===== config.mk =====
export PLATFORM = sky130hd
export DESIGN_NAME = ioc_top
export DESIGN_NICKNAME = d
export VERILOG_FILES = /design/src/verilog/ioc_pkg.sv /design/src/verilog/ioc_cal_lane.sv /design/src/verilog/ioc_top.sv
export VERILOG_INCLUDE_DIRS = /design/src /design/src/verilog
export SDC_FILE = /design/constraint.sdc
export NUM_CORES = 2
export LEC_CHECK = 0
export CAP_MARGIN = 20
export CELL_PAD_IN_SITES_DETAIL_PLACEMENT = 0
export CELL_PAD_IN_SITES_GLOBAL_PLACEMENT = 1
export CORE_ASPECT_RATIO = 0.75
export CORE_MARGIN = 3
export CORE_UTILIZATION = 40
export CTS_CLUSTER_DIAMETER = 120
export DETAILED_ROUTE_END_ITERATION = 6
export DONT_BUFFER_PORTS = 1
export GPL_ROUTABILITY_DRIVEN = 0
export HOLD_SLACK_MARGIN = 0.02
export PLACE_DENSITY = 0.76
export SETUP_SLACK_MARGIN = 0.02
export SLEW_MARGIN = 10
export SYNTH_ARGS = -nofsm -noshare
export SYNTH_HDL_FRONTEND = slang
export SYNTH_SLANG_ARGS = --single-unit

===== constraint.sdc =====
create_clock -name mclk -period 16.83 [get_ports mclk]
set_input_delay 0 -clock mclk [delete_from_list [all_inputs] [get_ports mclk]]
set_output_delay 0 -clock mclk [all_outputs]
set_load 0.01 [all_outputs]

===== src/verilog/ioc_map.svh =====
// address map, field layouts, reset values and timing counts of the calibration stage
`ifndef IOC_MAP_SVH
`define IOC_MAP_SVH

// ----------------------------------------------------------------
// serial frame layout
// ----------------------------------------------------------------
`define IOC_FRAME_LAST 5'd15
`define IOC_FRAME_DONE 5'd16
`define IOC_WR_BIT 15
`define IOC_ADDR_HI 13
`define IOC_ADDR_LO 8

// ----------------------------------------------------------------
// byte address map (6-bit space)
// ----------------------------------------------------------------
`define IOC_X_ACCEL_OUT 6'h04
`define IOC_Y_ACCEL_OUT 6'h06
`define IOC_X_TILT_OUT 6'h0C
`define IOC_Y_TILT_OUT 6'h0E
`define IOC_X_ACCEL_OFFSET 6'h10
`define IOC_Y_ACCEL_OFFSET 6'h12
`define IOC_X_ACCEL_GAIN 6'h14
`define IOC_Y_ACCEL_GAIN 6'h16
`define IOC_X_TILT_OFFSET 6'h18
`define IOC_Y_TILT_OFFSET 6'h1A
`define IOC_X_TILT_GAIN 6'h1C
`define IOC_Y_TILT_GAIN 6'h1E
`define IOC_AVERAGING_COUNT 6'h38
`define IOC_COMMAND 6'h3E
`define IOC_CAL_HI_NIBBLE 2'h1

// ----------------------------------------------------------------
// field masks and reset values
// ----------------------------------------------------------------
`define IOC_WIDE_MASK 16'h0FFF
`define IOC_NARROW_MASK 16'h01FF
`define IOC_OFFSET_RESET 16'h0000
`define IOC_GAIN_RESET 16'h0800
`define IOC_AVG_RESET 16'h0000
`define IOC_WIDE_OFF_W 12
`define IOC_NARROW_OFF_W 9
`define IOC_WIDE_MAX 15'sh07FF
`define IOC_WIDE_MIN 15'sh7800
`define IOC_NARROW_MAX 15'sh00FF
`define IOC_NARROW_MIN 15'sh7F00

// ----------------------------------------------------------------
// command bits and datapath
// ----------------------------------------------------------------
`define IOC_CMD_NULL_BIT 0
`define IOC_CMD_FLASH_BIT 3
`define IOC_GAIN_SHIFT 11
`define IOC_OUT_MAX 28'sh0001FFF
`define IOC_OUT_MIN 28'shFFFE000

// ----------------------------------------------------------------
// timing
// ----------------------------------------------------------------
`define IOC_CLK_NS 10
`define IOC_FLASH_NS 50000
`define IOC_FLASH_CYCLES ((`IOC_FLASH_NS + `IOC_CLK_NS - 1) / `IOC_CLK_NS)

`endif


===== src/verilog/ioc_pkg.sv =====
// types shared by the calibration stage modules
package ioc_pkg;
    typedef logic [15:0] ioc_word_t;
    typedef logic [5:0] ioc_addr_t;
    typedef logic signed [13:0] ioc_sample_t;
    // flash image handling: recall after reset, idle, commit in progress
    typedef enum logic [1:0] {
        IOC_NV_RESTORE,
        IOC_NV_IDLE,
        IOC_NV_BUSY
    } ioc_nv_state_t;
endpackage : ioc_pkg


===== src/verilog/ioc_cal_lane.sv =====
// one calibration lane: output = gain x (raw + offset), saturated to 14 bits
`timescale 1ns/1ps
`include "ioc_map.svh"

module ioc_cal_lane
    import ioc_pkg::*;
#(
    parameter int OFF_W = 12
) (
    input wire logic mclk,
    input wire logic reset,
    input wire logic sample_valid,
    input wire ioc_sample_t raw,
    input wire logic [OFF_W-1:0] offset_code,
    input wire logic [11:0] gain_code,
    output ioc_sample_t cal_reg
);
    logic signed [14:0] sum;
    logic signed [27:0] prod;
    logic signed [27:0] scaled;
    ioc_sample_t cal_next;

    // ----------------------------------------------------------------
    // arithmetic
    // ----------------------------------------------------------------
    // offset is two's complement, gain straight binary with 0x800 as unity
    always_comb begin
        sum = 15'(raw) + {{(15 - OFF_W){offset_code[OFF_W-1]}}, offset_code};
        prod = sum * $signed({1'b0, gain_code});
        scaled = prod >>> `IOC_GAIN_SHIFT;
        cal_next = cal_reg;
        if (sample_valid) begin
            // clamp rather than wrap, so a large gain cannot flip the sign
            if (scaled > `IOC_OUT_MAX) begin
                cal_next = 14'h1FFF;
            end else if (scaled < `IOC_OUT_MIN) begin
                cal_next = 14'h2000;
            end else begin
                cal_next = scaled[13:0];
            end
        end
    end

    // result register, read back as the output data register
    always_ff @(posedge mclk) begin
        if (reset) begin
            cal_reg <= 14'h0000;
        end else begin
            cal_reg <= cal_next;
        end
    end
endmodule : ioc_cal_lane


===== src/verilog/ioc_top.sv =====
// calibration stage of a dual-axis sensor: serial register port, offset/gain lanes, flash image
//
// Summary of operation
// - registers are 16 bits, two byte addresses
// - fields 12 bits, tilt offsets 9, right-aligned
// - offsets signed, gains unsigned binary
// - output equals gain times (raw plus offset)
// - four outputs have independent offset/gain pairs
// - null command loads offsets with negated outputs
// - all eight calibration registers read and write
// - x accel offset resets zero, 12 bits
// - y accel offset resets zero, 12 bits
// - x accel gain resets unity 0x0800
// - y accel gain resets unity, 12 bits
// - x tilt offset resets zero, 9 bits
// - x tilt gain resets unity, 12 bits
// - calibration values recalled from flash at power-up
// - write frame: bit15 set, address, one byte
// - read returns odd byte then even byte
// - flash commit only on command, 50 us
`timescale 1ns/1ps
`include "ioc_map.svh"

module ioc_top
    import ioc_pkg::*;
#(
    parameter int FLASH_CYCLES = `IOC_FLASH_CYCLES
) (
    input wire logic mclk,
    input wire logic reset,
    input wire logic sclk,
    input wire logic cs_n,
    input wire logic din,
    output logic dout_reg,
    input wire logic sample_valid,
    input wire ioc_sample_t x_accel_raw,
    input wire ioc_sample_t y_accel_raw,
    input wire ioc_sample_t x_tilt_raw,
    input wire ioc_sample_t y_tilt_raw,
    output logic flash_busy_reg
);
    // ----------------------------------------------------------------
    // helpers
    // ----------------------------------------------------------------
    // tilt offsets sit at slots 4 and 5 and are the only 9-bit fields
    function automatic ioc_word_t field_mask(input logic [2:0] slot);
        if (!slot[1] && slot[2]) begin
            return `IOC_NARROW_MASK;
        end
        return `IOC_WIDE_MASK;
    endfunction : field_mask

    // gains sit at slots with bit 1 set and reset to unity, offsets to zero
    function automatic ioc_word_t cal_default(input logic [2:0] slot);
        return slot[1] ? `IOC_GAIN_RESET : `IOC_OFFSET_RESET;
    endfunction : cal_default

    // negate a calibrated output and clamp it into the offset field
    function automatic ioc_word_t null_code(input ioc_sample_t v, input logic narrow);
        logic signed [14:0] n;
        logic signed [14:0] lim_hi;
        logic signed [14:0] lim_lo;
        n = -15'(v);
        lim_hi = narrow ? `IOC_NARROW_MAX : `IOC_WIDE_MAX;
        lim_lo = narrow ? `IOC_NARROW_MIN : `IOC_WIDE_MIN;
        if (n > lim_hi) begin
            n = lim_hi;
        end else if (n < lim_lo) begin
            n = lim_lo;
        end
        return {n[14], n} & (narrow ? `IOC_NARROW_MASK : `IOC_WIDE_MASK);
    endfunction : null_code

    // ----------------------------------------------------------------
    // serial port
    // ----------------------------------------------------------------
    logic sclk_reg, sclk_next;
    logic [15:0] rx_reg, rx_next;
    logic [15:0] tx_reg, tx_next;
    logic [4:0] bit_cnt_reg, bit_cnt_next;
    logic dout_next;
    logic cmd_valid_reg, cmd_valid_next;
    logic [15:0] cmd_word_reg, cmd_word_next;
    ioc_word_t rd_data_reg, rd_data_next;
    logic sclk_rise;
    logic sclk_fall;

    // sample din on rising sclk, move dout on falling sclk; idle sclk high
    always_comb begin
        sclk_rise = sclk && !sclk_reg;
        sclk_fall = !sclk && sclk_reg;
        sclk_next = sclk;
        rx_next = rx_reg;
        tx_next = tx_reg;
        bit_cnt_next = bit_cnt_reg;
        dout_next = dout_reg;
        cmd_valid_next = 1'b0;
        cmd_word_next = cmd_word_reg;
        if (cs_n) begin
            // between frames the answer of the last read is staged
            bit_cnt_next = 5'd0;
            tx_next = rd_data_reg;
            dout_next = rd_data_reg[15];
        end else begin
            if (sclk_rise && bit_cnt_reg != `IOC_FRAME_DONE) begin
                rx_next = {rx_reg[14:0], din};
                bit_cnt_next = bit_cnt_reg + 5'd1;
                if (bit_cnt_reg == `IOC_FRAME_LAST) begin
                    cmd_valid_next = 1'b1;
                    cmd_word_next = {rx_reg[14:0], din};
                end
            end
            // the first falling edge of a frame precedes any sample
            if (sclk_fall && bit_cnt_reg != 5'd0) begin
                tx_next = {tx_reg[14:0], 1'b0};
                dout_next = tx_reg[14];
            end
        end
    end

    // serial state; sclk_reg resets high so an idle line shows no false edge after reset
    always_ff @(posedge mclk) begin
        if (reset) begin
            sclk_reg <= 1'b1;
            rx_reg <= 16'h0000;
            tx_reg <= 16'h0000;
            bit_cnt_reg <= 5'd0;
            dout_reg <= 1'b0;
            cmd_valid_reg <= 1'b0;
            cmd_word_reg <= 16'h0000;
        end else begin
            sclk_reg <= sclk_next;
            rx_reg <= rx_next;
            tx_reg <= tx_next;
            bit_cnt_reg <= bit_cnt_next;
            dout_reg <= dout_next;
            cmd_valid_reg <= cmd_valid_next;
            cmd_word_reg <= cmd_word_next;
        end
    end

    // ----------------------------------------------------------------
    // calibration lanes
    // ----------------------------------------------------------------
    ioc_word_t cal_reg [8];
    ioc_sample_t raw_arr [4];
    ioc_sample_t out_arr [4];

    assign raw_arr[0] = x_accel_raw;
    assign raw_arr[1] = y_accel_raw;
    assign raw_arr[2] = x_tilt_raw;
    assign raw_arr[3] = y_tilt_raw;

    // lane i uses offset slot i (+2 for tilt) and the gain two slots above
    genvar gi;
    generate
        for (gi = 0; gi < 4; gi++) begin : g_lane
            localparam int OSLOT = (gi < 2) ? gi : gi + 2;
            localparam int OW = (gi < 2) ? `IOC_WIDE_OFF_W : `IOC_NARROW_OFF_W;
            ioc_cal_lane #(
                .OFF_W(OW)
            ) u_lane (
                .mclk(mclk),
                .reset(reset),
                .sample_valid(sample_valid),
                .raw(raw_arr[gi]),
                .offset_code(cal_reg[OSLOT][OW-1:0]),
                .gain_code(cal_reg[OSLOT + 2][11:0]),
                .cal_reg(out_arr[gi])
            );
        end
    endgenerate

    // ----------------------------------------------------------------
    // register file, null command and flash image
    // ----------------------------------------------------------------
    // the image survives reset; it stands for the flash cells
    ioc_word_t nv_image [8] = '{`IOC_OFFSET_RESET, `IOC_OFFSET_RESET, `IOC_GAIN_RESET,
        `IOC_GAIN_RESET, `IOC_OFFSET_RESET, `IOC_OFFSET_RESET, `IOC_GAIN_RESET,
        `IOC_GAIN_RESET};
    ioc_word_t cal_next [8];
    ioc_word_t avg_reg, avg_next;
    ioc_nv_state_t nv_state_reg, nv_state_next;
    logic [12:0] flash_cnt_reg, flash_cnt_next;
    logic flash_busy_next;
    logic img_we;
    ioc_addr_t addr;
    logic [2:0] slot;
    logic is_cal;
    logic [7:0] wbyte;
    ioc_word_t fmask;
    ioc_word_t nv_next [8];

    // decode of the command word latched at the end of the frame
    always_comb begin
        addr = cmd_word_reg[`IOC_ADDR_HI:`IOC_ADDR_LO];
        slot = addr[3:1];
        is_cal = addr[5:4] == `IOC_CAL_HI_NIBBLE;
        wbyte = cmd_word_reg[7:0];
        // bits outside the field are dropped on write and so read back as zero
        fmask = field_mask(slot);
        cal_next = cal_reg;
        nv_next = nv_image;
        avg_next = avg_reg;
        rd_data_next = rd_data_reg;
        nv_state_next = nv_state_reg;
        flash_cnt_next = flash_cnt_reg;
        img_we = 1'b0;
        unique case (nv_state_reg)
            IOC_NV_RESTORE: begin
                // recall lands before a frame can complete, so no write is lost
                cal_next = nv_image;
                nv_state_next = IOC_NV_IDLE;
            end
            IOC_NV_IDLE: begin
                // waits for a commit command
            end
            IOC_NV_BUSY: begin
                // the count wraps below zero, harmless since the state leaves busy then
                flash_cnt_next = flash_cnt_reg - 13'd1;
                if (flash_cnt_reg == 13'd0) begin
                    nv_state_next = IOC_NV_IDLE;
                end
            end
        endcase
        if (cmd_valid_reg && cmd_word_reg[`IOC_WR_BIT]) begin
            // one byte per write; the odd address is the upper byte
            if (is_cal) begin
                if (addr[0]) begin
                    cal_next[slot][15:8] = wbyte & fmask[15:8];
                end else begin
                    cal_next[slot][7:0] = wbyte & fmask[7:0];
                end
            end else if (addr[5:1] == `IOC_AVERAGING_COUNT >> 1) begin
                // stored only; the filter it sets lives outside this stage
                if (addr[0]) begin
                    avg_next[15:8] = wbyte;
                end else begin
                    avg_next[7:0] = wbyte;
                end
            end else if (addr[5:1] == `IOC_COMMAND >> 1 && !addr[0]) begin
                // the gain is not divided out: a non-unity gain leaves a residue
                if (wbyte[`IOC_CMD_NULL_BIT]) begin
                    for (int i = 0; i < 4; i++) begin
                        cal_next[(i < 2) ? i : i + 2] = null_code(out_arr[i], i >= 2);
                    end
                end
                // a second commit while one runs is ignored
                if (wbyte[`IOC_CMD_FLASH_BIT] && nv_state_reg == IOC_NV_IDLE) begin
                    img_we = 1'b1;
                    flash_cnt_next = 13'(FLASH_CYCLES - 1);
                    nv_state_next = IOC_NV_BUSY;
                end
            end
        end else if (cmd_valid_reg) begin
            // read: whole word at the even address, upper byte goes out first
            unique case ({addr[5:1], 1'b0})
                `IOC_X_ACCEL_OUT: rd_data_next = 16'(out_arr[0]);
                `IOC_Y_ACCEL_OUT: rd_data_next = 16'(out_arr[1]);
                `IOC_X_TILT_OUT: rd_data_next = 16'(out_arr[2]);
                `IOC_Y_TILT_OUT: rd_data_next = 16'(out_arr[3]);
                `IOC_AVERAGING_COUNT: rd_data_next = avg_reg;
                // unmapped and write-only addresses read back as zero
                default: rd_data_next = is_cal ? cal_reg[slot] : 16'h0000;
            endcase
        end
        // the commit image is the register file as it stood when the command acted
        if (img_we) begin
            nv_next = cal_reg;
        end
        // busy follows the next state: it rises with the command, falls with the count
        flash_busy_next = nv_state_next == IOC_NV_BUSY;
    end

    // register state; reset restores defaults and the image recall follows
    always_ff @(posedge mclk) begin
        if (reset) begin
            for (int i = 0; i < 8; i++) begin
                cal_reg[i] <= cal_default(3'(i));
            end
            avg_reg <= `IOC_AVG_RESET;
            rd_data_reg <= 16'h0000;
            nv_state_reg <= IOC_NV_RESTORE;
            flash_cnt_reg <= 13'd0;
            flash_busy_reg <= 1'b0;
        end else begin
            cal_reg <= cal_next;
            avg_reg <= avg_next;
            rd_data_reg <= rd_data_next;
            nv_state_reg <= nv_state_next;
            flash_cnt_reg <= flash_cnt_next;
            flash_busy_reg <= flash_busy_next;
        end
    end

    // flash cells: written only by the commit command, untouched by reset
    always_ff @(posedge mclk) begin
        nv_image <= nv_next;
    end
endmodule : ioc_top

# Word level (Yosys, flattened, before mapping)
# Index checks and enable logic that the tools add are counted.
# Widths: inputs -> output; s select.
# op_classes
n_addsub	10
mul	4
order_cmp	18
eq_ne	12
n_mux	66
bitwise	8
n_reduce_logical	24
# op_table
op	n
$mux 128	3
$mux 32	10
$bwmux 128	2
$mul 15x13->28	4
$mux 14	8
$demux 16 s3	2
$mux 16	6
$pmux 16 s5	1
$mux 13	6
$gt 17x14->1 const B	4
$lt 17x14->1 const B	4
$neg 14->15	4
$bmux 16 s3	1
$mux 12	4
$mux 9	4
$add 14x12->15	2
$add 14x9->15	2
$gt 15x12->1 const B	2
$gt 15x9->1 const B	2
$lt 15x12->1 const B	2
$lt 15x9->1 const B	2
$mux 15	2
$and 8x8->8	2
$logic_not 13->1	1
other kinds (27)	62
# totals
register_bits	414
output_inout_bits	2
elab_cells	175

# Depth between registers and ports, before layout
# depth
word_depth	9
depth_mapped	36
mapped_depth_nobuf	34

# Cells and area by module
# A second synthesis with hierarchy kept.
# unflattened
hier_cells	5761
hier_area_um2	50613.5
# modules_own_cells
mod	n_inst	cells_per_inst	area_each_um2
ioc_top	1	1909	17523.1
ioc_cal_lane at g_lane[2].u_lane	1	1009	8623.3
ioc_cal_lane at g_lane[0].u_lane	1	986	8454.4
ioc_cal_lane at g_lane[1].u_lane	1	951	8169.1
ioc_cal_lane at g_lane[3].u_lane	1	906	7843.8

# Worst setup path before layout
# OpenSTA, ideal clock, no wires.
# synth_timing
path_kind	register -> register
startpoint	register cal_reg[96] in the netlist's numbering
endpoint	register g_lane[1].u_lane.cal_reg[12]
t_arrival_ns	8.013
path_slack_ns	8.722
path_stages_with_launch	35
n_path_buf	2
synth_period_minus_slack_ns	8.108
cell_sequence	dfxtp_1 > ha_1 > inv_1 > fa_1 > nor2b_1 > o21ai_0 > a21boi_0 > o21ai_0 > a21boi_0 > o21ai_0 > a21oi_1 > a211o_1 > nand3_1 > clkbuf_1 > and3_1 > fa_1 > inv_1 > fa_1 > inv_1 > fa_1 > fa_1 > inv_1 > fa_1 > inv_1 > ha_1 > nand3_1 > or3_1 > o21ai_1 > a31oi_1 > a21boi_1 > mux2_2 > o41ai_1 > buf_2 > nand2_1 > a221oi_1
# synth_via
elab_chain_cells	5
word_cells_on_any_way	6
cone_classes	add/sub: 1; mul: 1; order compare: 2; mux: 2
# synth_lines
element	line_no	source
from (decl)	ioc_top.sv:145	ioc_word_t cal_reg [8];
from (signal, indexed assignment)	ioc_top.sv:279	cal_reg[i] <= cal_default(3'(i));
from (signal assigned)	ioc_top.sv:287	cal_reg <= cal_next;
$add 14x12->15 (*)	ioc_cal_lane.sv:28	sum = 15'(raw) + {{(15 - OFF_W){offset_code[OFF_W-1]}}, offset_code};
$mul 15x13->28 (*)	ioc_cal_lane.sv:29	prod = sum * $signed({1'b0, gain_code});
$lt 17x14->1 (no line)	--	
$mux 14	ioc_cal_lane.sv:36	end else if (scaled < `IOC_OUT_MIN) begin
$mux 14 (*)	ioc_cal_lane.sv:34	if (scaled > `IOC_OUT_MAX) begin
to (signal assigned)	ioc_cal_lane.sv:49	cal_reg <= cal_next;
to (decl)	ioc_cal_lane.sv:16	output ioc_sample_t cal_reg
# Mark *: on every way between the ends. The rest lies on a longest branch, timed or not.
# A chain may end at the register's enable or synchronous reset.

# Worst setup path in the final report
# layout_timing
startpoint	register cal_reg[32] in the netlist's numbering
endpoint	register g_lane[3].u_lane.cal_reg[5]
# layout_via
elab_chain_cells	5
word_cells_on_any_way	6
cone_classes	add/sub: 1; mul: 1; order compare: 2; mux: 2
# layout_lines
element	line_no
$add 14x9->15 (*)	ioc_cal_lane.sv:28
$mul 15x13->28 (*)	ioc_cal_lane.sv:29
$lt 17x14->1 (no line)	--
$mux 14	ioc_cal_lane.sv:36
$mux 14 (*)	ioc_cal_lane.sv:34
to (signal assigned)	ioc_cal_lane.sv:49
to (decl)	ioc_cal_lane.sv:16
# Marks and branches as above.

==> reports/metrics.cfg <==
[sta]
min_period_over_period_pct=60.1
final.setup.tns_ps=0
setup_slack_ps=6710
min_period_ps=10120
setup_viol=0
worst_slew_pin_slew_ps=1540
slew_headroom_pct=-2.64
rsz0062_at_grt=no
fmax_ghz=0.0988
whs_ps=-172
fin_skew_ps=34.6
finalHoldViolCount=8
slew_violations=55

[logic_synthesis]
synth.yosys.seq_area_share_pct=19.9
synth_cells=5544
synth_edf_count=128
synth_nets=6582
synth_area_sq_um=47900
syn_avg_cell_area_sq_um=8.64
yosys_warnings=0
yosys_most_used_dff=dfxtp_1
ys_ff_latch=413
synthArstFlopShare_pct=0
synth_cell_types=80

[floorplan]
dieArea_sq_um=124000
die-height_um=306
core_area_sq_um=118000
io_pins=64
start_util_pct=40.5
die_x_um=406
rows=109

[power_and_ir_drop]
irDropWorstVdd_uv=108
p_leak_nw=23.3
power_density_nw_per_um2=118

[clock_tree]
clock-sinks=413
clkLatencyLatePin_ps=570
cts_tree=built
htreeDepth=2
cts-buffers-inserted=42
cts-root-buf=clkbuf_16
ctsResizeCount=0
cts_max_path_buffers=3
clkTransAtPathRegs_ps=70

[placement]
post-place-ws_ps=6940
dp_hpwl_mm=103
dp.cells=6863
portBuffers=0

[setup_path]
r2r-start=cal_reg[32]
reg2reg_depth=32
slowest_stage=o21ai_0
end_kind=flip-flop
crit_type=reg -> reg
reg2reg_to=g_lane[3].u_lane.cal_reg[5]
start_kind=flip-flop
r2r_setup_slack_ps=6710
cp_data_required_time_ps=17270
critPathMaxFanout=13
crit_arrival_ps=10570
critPathMaxStageDelay_ps=690

[run_status]
violations=DRC, hold timing, slew limit
status=complete, but fails checks

[detailed_routing]
routedWlPerCell_um=19.6
initialDrtViolationCount=3483
viasPerCell=5.41
wirelength_mm=136
dr_total_vias=37700
antenna_left=0
first_pass_iters=7
drc_errors=1

[finish]
final_core_util_pct=43.0
layout-drive-gt1-share_pct=3.96
fill_cells=11700
fin_nets=6411
final_common_cell=inv_1
layout_common_cells=927 x inv_1, 672 x nand2_1, 656 x fa_1, 332 x and2_1, 327 x nor2_1
instances_no_fill=6964
area_growth_pct=6.34

[grt]
antenna_found_initial=7
grt_max_degree=214
grt.overflow.total=0
track_usage_pct=22.1
grt_pass1_wl_mm=218
grt_pass1_vias=37300

[flow_run]
drv_cap=0

[worst_hold_path]
holdPathEnd=flash_cnt_reg[9]
hold_depth=2
hp-start=reset
hold_class=in -> reg

-- through the flow --
step                      total power, mW  hold slack [ps]  instance area (sq um)
final                                6.00             -172                  51000
after global routing                 6.64             41.0                  51000
after CTS                            6.02             35.7                  50900
after detailed placement             5.05             98.9                  49400
after global placement               5.02             98.3                  49400
after floorplan                      4.18             95.8                  47900
-- cell usage after synthesis, types with 47 or more instances --
cell type	number	area, sq um
ha_1	320	4000
a311oi_1	47	412
a211oi_1	63	473
nand3_1	101	505
xnor2_1	124	1090
clkbuf_1	293	1100
nand2_1	672	2520
edfxtp_1	128	3840
and2_1	332	2080
mux2i_1	72	721
and3_1	50	313
nor2b_1	48	300
dfxtp_1	285	5710
a21oi_1	304	1520
nor3_1	52	260
a22oi_1	82	616
o21ai_0	145	726
inv_1	928	3480
xor2_1	62	543
fa_1	656	13100
nor2_1	328	1230
-- per-layer routing --
metal / routed length, um / vias up / GRT usage [%]
met5: 21 / - / 0
met4: 3680 / 4 / 5.22
met3: 10800 / 200 / 3.42
met2: 57100 / 1329 / 32.5
met1: 64700 / 18700 / 33.9
li1: - / 17500 / -
-- final cells by class --
type,count,area [sq um],area share [%]
multi-input combinational,3888,33800,66.3
clock buffer,58,1200,2.36
tap,1554,1940,3.82
clock inverter,18,144,0.282
sequential,413,9550,18.7
inverter,930,3500,6.86
antenna,5,12.5,0.0246
timing repair buffer,98,825,1.62
-- repair_timing --
item | 4_1_cts | 5_1_grt
hold buffers | 11 | 0
endpoints found under the hold margin | 218 | 0
endpoints found under the setup margin | 0 | 0
buffers inserted | 0 | 0
-- worst max-delay path by stage --
stage / from / end / depth (start not counted)
global placement: cal_reg[32] / g_lane[3].u_lane.cal_reg[12] / 32
finish: cal_reg[32] / g_lane[3].u_lane.cal_reg[5] / 32
CTS: cal_reg[32] / g_lane[3].u_lane.cal_reg[5] / 32
detailed placement: cal_reg[32] / g_lane[3].u_lane.cal_reg[5] / 32
floorplan: cal_reg[96] / g_lane[1].u_lane.cal_reg[12] / 34
global route: cal_reg[32] / g_lane[3].u_lane.cal_reg[0] / 32
-- power by group --
part | switching (mW) | internal [mW]
Clock | 0.418 | 0.521
Sequential | 0.171 | 1.10
Combinational | 2.24 | 1.56
-- critical path: cells and delay by family (launching register included) --
family	cells	cell delay (ps)
compound gates	16	4230
fa+ha+maj	8	3600
simple gates	3	1000
flops	1	570
buf+inv	4	310
xor+xnor	1	290
-- kinds of logic (layout without fill, tap and decap cells) --
family | after synthesis | after routing | share of synthesized area [%]
other | 0 | 5 | 0
and+or+nand+nor | 1759 | 1759 | 17.5
DFF | 413 | 413 | 19.9
AOI/OAI and AO/OA | 889 | 889 | 12.0
buffers and inverters | 1243 | 1104 | 9.76
adders and majority gates | 980 | 980 | 35.8
muxes | 74 | 74 | 1.56
xor gates and xnor gates | 186 | 186 | 3.40
Note: power is estimated with default switching activity, not from simulation.
